## config.mk

```make
export PLATFORM = sky130hd
export DESIGN_NAME = kbd_poll_if
export DESIGN_NICKNAME = d
export VERILOG_FILES = /design/src/verilog/kbd_poll_pkg.sv /design/src/verilog/kbd_fifo.sv /design/src/verilog/kbd_poll_if.sv
export SDC_FILE = /design/constraint.sdc
export NUM_CORES = 1
export LEC_CHECK = 0
export BUFFER_PORTS_ARGS = -buffer_cell sky130_fd_sc_hd__buf_4
export CAP_MARGIN = 20
export CORE_MARGIN = 2
export CORE_UTILIZATION = 39
export DETAILED_ROUTE_END_ITERATION = 10
export MAX_ROUTING_LAYER = met4
export PLACE_DENSITY = 0.56
export SLEW_MARGIN = 20
export SYNTH_ARGS = -nofsm -noshare
export SYNTH_HDL_FRONTEND = slang
export SYNTH_SLANG_ARGS = --single-unit
```

## constraint.sdc

```tcl
create_clock -name i_clk -period 3.64 [get_ports i_clk]
set_input_delay 0.728 -clock i_clk [delete_from_list [all_inputs] [get_ports i_clk]]
set_output_delay 0.728 -clock i_clk [all_outputs]
set_load 0.1 [all_outputs]
```

## src/verilog/kbd_poll_pkg.sv

```systemverilog
// Purpose: shared constants and carriers for the keyboard poll interface
// Assumes: 250 MHz system clock
// Notes:   times are kept in their own units, cycle counts derived here
package kbd_poll_pkg;

    // ------------------------------------------------------------
    // bus widths and FIFO depth
    // ------------------------------------------------------------
    localparam int unsigned KEY_W   = 8;
    localparam int unsigned ADDR_W  = 14;
    localparam int unsigned FIFO_DEPTH = 4;

    // ------------------------------------------------------------
    // timing
    // ------------------------------------------------------------
    localparam int unsigned CLK_MHZ         = 250;
    localparam int unsigned REPEAT_DELAY_MS = 500;
    localparam int unsigned REPEAT_CYCLES   = REPEAT_DELAY_MS * 1000 * CLK_MHZ;
    localparam int unsigned CLICK_NS        = 100;
    localparam int unsigned CLICK_CYCLES    = CLICK_NS * CLK_MHZ / 1000;
    localparam int unsigned BEEP_HALF_NS    = 200;
    localparam int unsigned BEEP_HALF_CYCLES = BEEP_HALF_NS * CLK_MHZ / 1000;

    // ------------------------------------------------------------
    // reset values and identity
    // ------------------------------------------------------------
    localparam logic [KEY_W-1:0] CARD_ADDR_DEFAULT = 8'h5A; // arbitrary value
    localparam logic [KEY_W-1:0] DATA_RESET        = 8'h00;

    // ------------------------------------------------------------
    // carriers
    // ------------------------------------------------------------
    typedef struct packed {
        logic             valid;
        logic [KEY_W-1:0] data;
    } in_bus_s;

    typedef enum logic [1:0] {
        ST_IDLE   = 2'b00,
        ST_CLAIM  = 2'b01,
        ST_SELECT = 2'b11
    } sel_state_e;

endpackage

```

## src/verilog/kbd_fifo.sv

```systemverilog
// Purpose: small valid/ready FIFO for key codes
// Assumes: single clock, depth a power of two
// Notes:   full and empty come from pointer difference
`timescale 1ns/1ns
module kbd_fifo
    import kbd_poll_pkg::*;
#(
    parameter int unsigned WIDTH = 8,
    parameter int unsigned DEPTH = 4
) (
    input  wire logic             i_clk,
    input  wire logic             i_reset_n,
    input  wire logic             i_in_valid,
    output logic                  o_in_ready,
    input  wire logic [WIDTH-1:0] i_in_data,
    output logic                  o_out_valid,
    input  wire logic             i_out_ready,
    output logic      [WIDTH-1:0] o_out_data
);
    localparam int unsigned PW = $clog2(DEPTH);

    logic [WIDTH-1:0] mem [DEPTH];
    logic [PW:0]      wr_q;
    logic [PW:0]      rd_q;
    wire              empty = (wr_q == rd_q);
    wire              full  = (wr_q[PW-1:0] == rd_q[PW-1:0]) && (wr_q[PW] != rd_q[PW]);
    wire              push  = i_in_valid && !full;
    wire              pop   = i_out_ready && !empty;

    assign o_in_ready  = !full;
    assign o_out_valid = !empty;
    assign o_out_data  = mem[rd_q[PW-1:0]];

    always_ff @(posedge i_clk) begin
        if (push) begin
            mem[wr_q[PW-1:0]] <= i_in_data;
        end
    end

    always_ff @(posedge i_clk or negedge i_reset_n) begin
        if (!i_reset_n) begin
            wr_q <= '0;
            rd_q <= '0;
        end else begin
            wr_q <= wr_q + (PW+1)'(push);
            rd_q <= rd_q + (PW+1)'(pop);
        end
    end
endmodule

```

## src/verilog/kbd_poll_if.sv

```systemverilog
// Purpose: keyboard interface on the daisy-chained poll bus
// Assumes: poll and read commands are one-cycle pulses in this clock, beep request is a held level;
//          encoder pins are asynchronous and are synchronised here
// Notes:   key codes pass a 4-word FIFO; encoder is released by the data read
`timescale 1ns/1ns
module kbd_poll_if
    import kbd_poll_pkg::*;
#(
    parameter int unsigned REPEAT_CNT = REPEAT_CYCLES,
    parameter logic [KEY_W-1:0] CARD_ADDR = CARD_ADDR_DEFAULT
) (
    input  wire logic              i_clk,
    input  wire logic              i_reset_n,
    input  wire logic              i_key_data_strobe_n,
    input  wire logic [KEY_W-1:0]  i_key_code_bus,
    input  wire logic              i_key_held,
    input  wire logic              i_poll_in,
    input  wire logic              i_data_read_cmd,
    input  wire logic              i_beep_req,
    input  wire logic [ADDR_W-1:0] i_memory_address_bus,
    output logic                   o_poll_out,
    output in_bus_s                o_in_bus,
    output logic                   o_release_n,
    output logic                   o_repeat_request,
    output logic                   o_speaker_drive
);
    // ------------------------------------------------------------
    // pin synchronisers
    // ------------------------------------------------------------
    logic [2:0] strb_meta_q;
    logic [2:0] strb_sync_q;
    logic [KEY_W-1:0] code_meta_q;
    logic [KEY_W-1:0] code_sync_q;
    logic strb_d1_q;

    always_ff @(posedge i_clk or negedge i_reset_n) begin
        if (!i_reset_n) begin
            strb_meta_q <= '0;
            strb_sync_q <= '0;
            code_meta_q <= DATA_RESET;
            code_sync_q <= DATA_RESET;
            strb_d1_q   <= 1'b0;
        end else begin
            strb_meta_q <= {i_beep_req, i_key_held, !i_key_data_strobe_n};
            strb_sync_q <= strb_meta_q;
            code_meta_q <= i_key_code_bus;
            code_sync_q <= code_meta_q;
            strb_d1_q   <= strb_sync_q[0];
        end
    end

    wire strobe_s = strb_sync_q[0];
    wire held_s   = strb_sync_q[1];
    wire beep_s   = strb_sync_q[2];
    // code is taken one cycle after the strobe is seen so data has settled
    wire strobe_rise = strobe_s && !strb_d1_q;

    // ------------------------------------------------------------
    // key buffer
    // ------------------------------------------------------------
    logic             f_in_ready;
    logic             f_out_valid;
    logic [KEY_W-1:0] f_out_data;
    logic             rel_q;
    logic             pend_q;
    wire              pop;

    // a push waits pending while the FIFO is full; a new strobe then merges with it and the bus code at push time is stored
    wire push = pend_q && f_in_ready;

    kbd_fifo #(.WIDTH(KEY_W), .DEPTH(FIFO_DEPTH)) u_fifo (
        .i_clk       (i_clk),
        .i_reset_n   (i_reset_n),
        .i_in_valid  (push),
        .o_in_ready  (f_in_ready),
        .i_in_data   (code_sync_q),
        .o_out_valid (f_out_valid),
        .i_out_ready (pop),
        .o_out_data  (f_out_data)
    );

    // ------------------------------------------------------------
    // poll / select
    // ------------------------------------------------------------
    sel_state_e st_q;
    sel_state_e st_d;
    wire claim    = i_poll_in && f_out_valid && (st_q == ST_IDLE);
    wire rd_sel   = i_data_read_cmd && (st_q == ST_SELECT);
    assign pop    = rd_sel;

    always_comb begin
        st_d = st_q;
        unique case (st_q)
            ST_IDLE:   if (claim) st_d = ST_CLAIM;
            ST_CLAIM:  st_d = ST_SELECT;
            ST_SELECT: if (i_data_read_cmd) st_d = ST_IDLE;
            default:   st_d = ST_IDLE;
        endcase
    end

    wire in_bus_valid_d = claim || rd_sel;
    wire [KEY_W-1:0] in_bus_data_d = claim ? CARD_ADDR :
                                     rd_sel ? f_out_data : DATA_RESET;

    // ------------------------------------------------------------
    // repeat, click, beep
    // ------------------------------------------------------------
    logic [31:0] rpt_cnt_q;
    logic [7:0]  click_q;
    logic [7:0]  beep_cnt_q;
    logic        tone_q;
    wire rpt_done = (rpt_cnt_q == REPEAT_CNT);
    // counter runs 0 to half-1 so each tone phase lasts exactly the half period
    wire beep_wrap = (beep_cnt_q == 8'(BEEP_HALF_CYCLES - 1));
    wire speaker_d = (click_q != '0) || (beep_s && tone_q);

    always_ff @(posedge i_clk or negedge i_reset_n) begin
        if (!i_reset_n) begin
            st_q             <= ST_IDLE;
            o_poll_out       <= 1'b0;
            o_in_bus         <= '0;
            o_release_n      <= 1'b1;
            o_repeat_request <= 1'b0;
            o_speaker_drive  <= 1'b0;
            pend_q           <= 1'b0;
            rel_q            <= 1'b0;
            rpt_cnt_q        <= '0;
            click_q          <= '0;
            beep_cnt_q       <= '0;
            tone_q           <= 1'b0;
        end else begin
            st_q        <= st_d;
            o_poll_out  <= i_poll_in && !claim;
            o_in_bus    <= {in_bus_valid_d, in_bus_data_d};
            pend_q      <= (pend_q && !push) || strobe_rise;
            rel_q       <= rd_sel;
            o_release_n <= !rel_q;
            rpt_cnt_q   <= !held_s ? '0 : (rpt_done ? rpt_cnt_q : rpt_cnt_q + 32'd1);
            o_repeat_request <= held_s && rpt_done;
            click_q     <= rd_sel ? 8'(CLICK_CYCLES) :
                           (click_q != '0 ? click_q - 8'h01 : click_q);
            beep_cnt_q  <= beep_wrap ? 8'h00 : beep_cnt_q + 8'h01;
            tone_q      <= beep_wrap ? !tone_q : tone_q;
            o_speaker_drive <= speaker_d;
        end
    end
endmodule

```

# After elaboration in Yosys (flattened, before gate mapping)
# Memory sizes are Yosys's and may differ from the RTL's.
# Cells that the tools add are included.
[word_totals] mem_bits_rw=32 mem_count=1 ff_bits=95 out_inout_bits=13 wordCells=75
[memory_table] memory="u_fifo.mem" depth=4 word_bits=8 read_ports=1 rd_ports_with_merged_regs=0 write_ports=1 line="kbd_fifo.sv:22" text="logic [WIDTH-1:0] mem [DEPTH];"
[op_classes] n_eq_ne=10 addsub=5 mux=12 reduce_logical=27
[op_table] cell="2-to-1 mux 32 bit" n=2
[op_table] cell="2-to-1 mux 8 bit" n=5
[op_table] cell="adder 32 x 1 -> 32 bit (second input constant)" n=1
[op_table] cell="== test 32 x 27 -> 1 bit (second input constant)" n=1
[op_table] cell="logical AND 1 bit" n=12
[op_table] cell="adder 8 x 1 -> 8 bit (second input constant)" n=1
[op_table] cell="== test 8 x 6 -> 1 bit (second input constant)" n=1
[op_table] cell="zero test 1 bit" n=8
[op_table] cell="nonzero test 8 bit" n=1
[op_table] cell="subtractor 8 x 1 -> 8 bit (second input constant)" n=1
[op_table] cell="adder 3 x 1 -> 3 bit" n=2
[op_table] cell="!= test 2 bit (second input constant)" n=3
[op_table] cell="case mux 2 bit (3 select lines)" n=1
[op_table] cell="2-to-1 mux 2 bit" n=2
[op_table] cell="== test 3 bit" n=1
[op_table] cell="logical OR 1 bit" n=3
[op_table] cell="== test 2 x 1 -> 1 bit (second input constant)" n=1
[op_table] cell="== test 2 bit" n=1
[op_table] cell="== test 2 bit (second input constant)" n=1
[op_table] cell="zero test 2 bit" n=1
[op_table] cell="2-to-1 mux 1 bit" n=2
[op_table] cell="AND reduction 2 bit" n=1
[op_table] cell="nonzero test 2 bit" n=1
[op_table] cell="!= test 1 bit" n=1

# Depth between registers and ports, before layout
[logic_depth] ltp_word=7 mapped_depth=8 mapped_depth_nobuf=7

# Cells and area by module
# Synthesis repeated with hierarchy kept, for this count alone.
[unflattened] cells_unflattened=414 area_unflattened_um2=5331.4
[modules_own_cells] mod="kbd_poll_if" area_each_um2=3814.9 n_inst=1 cells_per_inst=342
[modules_own_cells] mod="kbd_fifo" area_each_um2=1516.5 n_inst=1 cells_per_inst=72

# Worst setup path after synthesis
# No wires, ideal clock.
[synth_path] path_kind="reg2reg" start="reg u_fifo.rd_q[1]" end="mem u_fifo.mem[2][0] (enable)" period_less_slack_ns=2.036 required_ns=3.255 path_slack_ns=1.604 setup_time_ns=0.385 path_buffers=1 path_stages_with_launch=6 arrival_ns=1.651 cell_sequence="dfrtp_1 -> clkbuf_1 -> xnor2_1 -> nand3_1 -> nand2_1 -> nor3b_1"
[synth_between] elab_chain_cells=7
[synth_rtl] item="start, declared" line="kbd_fifo.sv:24" text="logic [PW:0] rd_q;"
[synth_rtl] item="start signal, assigned" line="kbd_fifo.sv:46" text="rd_q <= rd_q + (PW+1)'(pop);"
[synth_rtl] item="== test 2 bit *" line="kbd_fifo.sv:26" text="wire full = (wr_q[PW-1:0] == rd_q[PW-1:0]) && (wr_q[PW] != rd_q[PW]);"
[synth_rtl] item="logical AND 1 bit *" line="kbd_fifo.sv:26"
[synth_rtl] item="zero test 1 bit *" line="kbd_fifo.sv:27, kbd_fifo.sv:30"
[synth_rtl] item="logical AND 1 bit" line="kbd_poll_if.sv:69" text="wire push = pend_q && f_in_ready;"
[synth_rtl] item="logical AND 1 bit *" line="kbd_fifo.sv:27" text="wire push = i_in_valid && !full;"
[synth_rtl] item="2-to-1 mux 1 bit *" line="kbd_fifo.sv:35" text="if (push) begin"
[synth_rtl] item="2-to-1 mux 1 bit (not written as such) *" line="kbd_fifo.sv:36" text="mem[wr_q[PW-1:0]] <= i_in_data;"
[synth_rtl] item="end, declared" line="kbd_fifo.sv:22"
# Mark *: on every way between the ends. The rest lies on a longest branch, timed or not.

# Final worst setup path
[layout_path] start="reg rpt_cnt_q[13]" end="reg rpt_cnt_q[25]"
[layout_between] elab_chain_cells=3 word_cells_on_any_way=5
[layout_rtl] item="start, declared" line="kbd_poll_if.sv:108" text="logic [31:0] rpt_cnt_q;"
[layout_rtl] item="start signal, assigned" line="kbd_poll_if.sv:138" text="rpt_cnt_q <= !held_s ? '0 : (rpt_done ? rpt_cnt_q : rpt_cnt_q + 32'd1);"
[layout_rtl] item="adder 32 x 1 -> 32 bit" line="kbd_poll_if.sv:138"
[layout_rtl] item="2-to-1 mux 32 bit (2 in series)" line="kbd_poll_if.sv:138"
# Parallel ways exist; a longest one is shown, timed or not. The select of a mux whose other input is x is not followed.
# A chain may end at the register's enable or synchronous reset.

==> qor.yml <==
status: "complete, no violations"
antenna_found_initial: 0
post-dp-hpwl_microns: 5650
die_x_microns: 119
maxUsedRoutingLayer: "met4"
clk_pin_slew_ns: 0.06
drc: 0
power_density_nw_per_um2: 738
fmax_mhz: 405
skew_ns: 0.00484
drt_pass1_iterations: 4
drive_above_1_share: 0.169
synthMostInstantiatedCell: "dfrtp_1"
hp-class: "input port to async pin"
crit_path_max_incr_delay_ns: 0.84
arrival_ns: 2.79
finalWirelength_microns: 9070
post_cts_resized: 0
synth_edf_count: 32
worstSetupPathType: "flop to flop"
cts_max_path_buffers: 2
critPathTopFamily: "simple AND/OR/NAND/NOR gates"
met3_wirelength_microns: 309
clock_latency_ns: 0.41
cap_violations: 0
grt_max_degree: 44
endpoint_kind: "flop"
syn_to_final_growth_pct: 20.7
rsz0062_at_grt: "no"
cpMostUsedCell: "or4_1"
stdcell_count: 622
gr-usage-all-layers: 0.149
routed_via_density: 5.19
clockRootBuffer: "clkbuf_16"
first_iter_violations: 175
final_nets: 476
yosysSeqAreaShare: 0.649
htree_levels: 4
gr-total-overflow: 0
finalMaxSlewViolations: 0
setup_viol: 0
portBuffers: 27
tightest_slew_ns: 0.966
synth.area.top_cells: "dfrtp_1 (46%), edfxtp_1 (19%), mux4_2 (3.5%)"
synthArstFlopShare: 0.748
wl_met1_microns: 4230
gp_congestion: 0.726
placedCellCount: 590
cts_tree: "done"
min_period_ns: 2.47
die_area_sq_um: 14100
ys.warnings.count: 0
cts_sinks: 127
synthCells: 399
wl_met2_microns: 4410
grt_pass1_vias: 3225
ys.flop_type: "dfrtp_1"
postCtsHoldBufs: 0
finalHoldViolCount: 0
crit_fanout: 18
grt_pass1_wl_microns: 15900
rows: 41
cts_made_buffers: 17
crit_buf_inv: 0
syn_area_sq_um: 5140
relSlewSlack: 0.350
syn_nets: 438
core-area_sq_um: 12800
antennaDiodeCount: 0
synth-seq-cells: 127
cp_slowest_cell: "or4_1"
tns_ns: 0
vias: 3231
yosys-top-cells-count: "dfrtp_1 (94), edfxtp_1 (32), nand2_1 (26)"
path_cells: "nand3_1, or4_1, or4_1, a21oi_1"
final_area_sq_um: 6210
syn_area_per_cell_sq_um: 12.9
final_antenna_net_count: 0
cp-start-kind: "flop"
leakagePower_nw: 2.57
routedWlPerCell_microns: 14.6
placedInstanceArea_sq_um: 5550
finalCritPeriodShare: 0.678
initial_utilization: 0.403
irDropWorstVdd_mv: 0.292
synth_top_area_share: 0.457
critPathRequiredTime_ns: 3.96
die_h_microns: 119
ys_types: 46
post-cts-setup-buffers: 0
ios: 42
yosys.area.top_type: "dfrtp_1"
cells by family (layout without fill, tap and decap cells):
group,count (synthesis),after routing,share of synthesized area
simple gates,142,142,0.158
buf+inv,33,84,0.0248
fa+ha+maj,10,10,0.0243
xor+xnor,23,23,0.0392
mux,12,12,0.0428
flops,127,127,0.649
compound gates,52,52,0.0620
placed cells by master, fill, tap and decap left out, drive strengths merged, types with 10 or more instances in the layout:
| cell type | Yosys | routed |
|---|---|---|
| o31ai | 13 | 13 |
| nand4 | 11 | 11 |
| dfrtp | 94 | 94 |
| clkbuf | 10 | 18 |
| edfxtp | 32 | 32 |
| nand3 | 15 | 15 |
| inv | 20 | 20 |
| or4 | 14 | 14 |
| xor2 | 14 | 14 |
| ha | 10 | 10 |
| nor2 | 25 | 25 |
| nand2 | 26 | 26 |
| buf | 3 | 32 |
| a21oi | 21 | 21 |
metal layers:
metal	track usage	vias up
met5	-	-
met4	0.0573	0
met3	0.0536	10
met2	0.221	45
met1	0.189	1633
li1	-	1543
worst paths after layout:
kind                                           start                         to  slack, ns  depth (start not counted)
hold / removal                             i_reset_n     click_q[6]$_DFFE_PN0P_       0.30                          1
setup reg to reg           rpt_cnt_q[13]$_DFFE_PN0P_  rpt_cnt_q[25]$_DFFE_PN0P_       1.17                          4
max in group asynchronous                  i_reset_n      o_release_n$_DFF_PN1_       2.53                          2
hold reg to reg             code_meta_q[3]$_DFF_PN0_   code_sync_q[3]$_DFF_PN0_       0.35                          0
min in group i_clk          code_meta_q[3]$_DFF_PN0_   code_sync_q[3]$_DFF_PN0_       0.35                          0
setup / recovery           rpt_cnt_q[13]$_DFFE_PN0P_  rpt_cnt_q[25]$_DFFE_PN0P_       1.17                          4
state kept, by name, indices dropped and copies added, names as in the netlist, 2 cells and up:
| name | count |
|---|---|
| rpt_cnt_q | 32 |
| u_fifo.mem | 32 |
| o_in_bus | 9 |
| beep_cnt_q | 8 |
| click_q | 8 |
| code_meta_q | 8 |
| code_sync_q | 8 |
| strb_meta_q | 3 |
| strb_sync_q | 3 |
| u_fifo.rd_q | 3 |
| u_fifo.wr_q | 3 |
| st_q | 2 |
metrics by stage:
| step | util | setup WS (ns) | power, mW | hold WS (ns) |
|---|---|---|---|---|
| after global routing | 0.486 | 0.955 | 4.82 | 0.338 |
| final | 0.486 | 1.17 | 4.58 | 0.298 |
| after CTS | 0.486 | 1.18 | 4.65 | 0.316 |
| after floorplan | - | 1.60 | 2.52 | 0.331 |
| after detailed placement | 0.434 | 1.17 | 2.75 | 0.335 |
| after global placement | 0.434 | 1.25 | 2.73 | 0.333 |
layout make-up:
| type | instances | area, sq um |
|---|---|---|
| clock buffers | 18 | 450 |
| clock inverters | 14 | 213 |
| fillers | 1133 | 6560 |
| inverters | 20 | 75.1 |
| multi-input cells | 239 | 1680 |
| flip-flops and latches | 127 | 3340 |
| well taps | 172 | 215 |
| repair buffers | 32 | 240 |
report_power, final:
group          switching [mW]  internal [mW]
clock network           0.616           1.25
logic                   0.578          0.304
registers               0.158           1.67
Power figures use the tool's default switching activity.
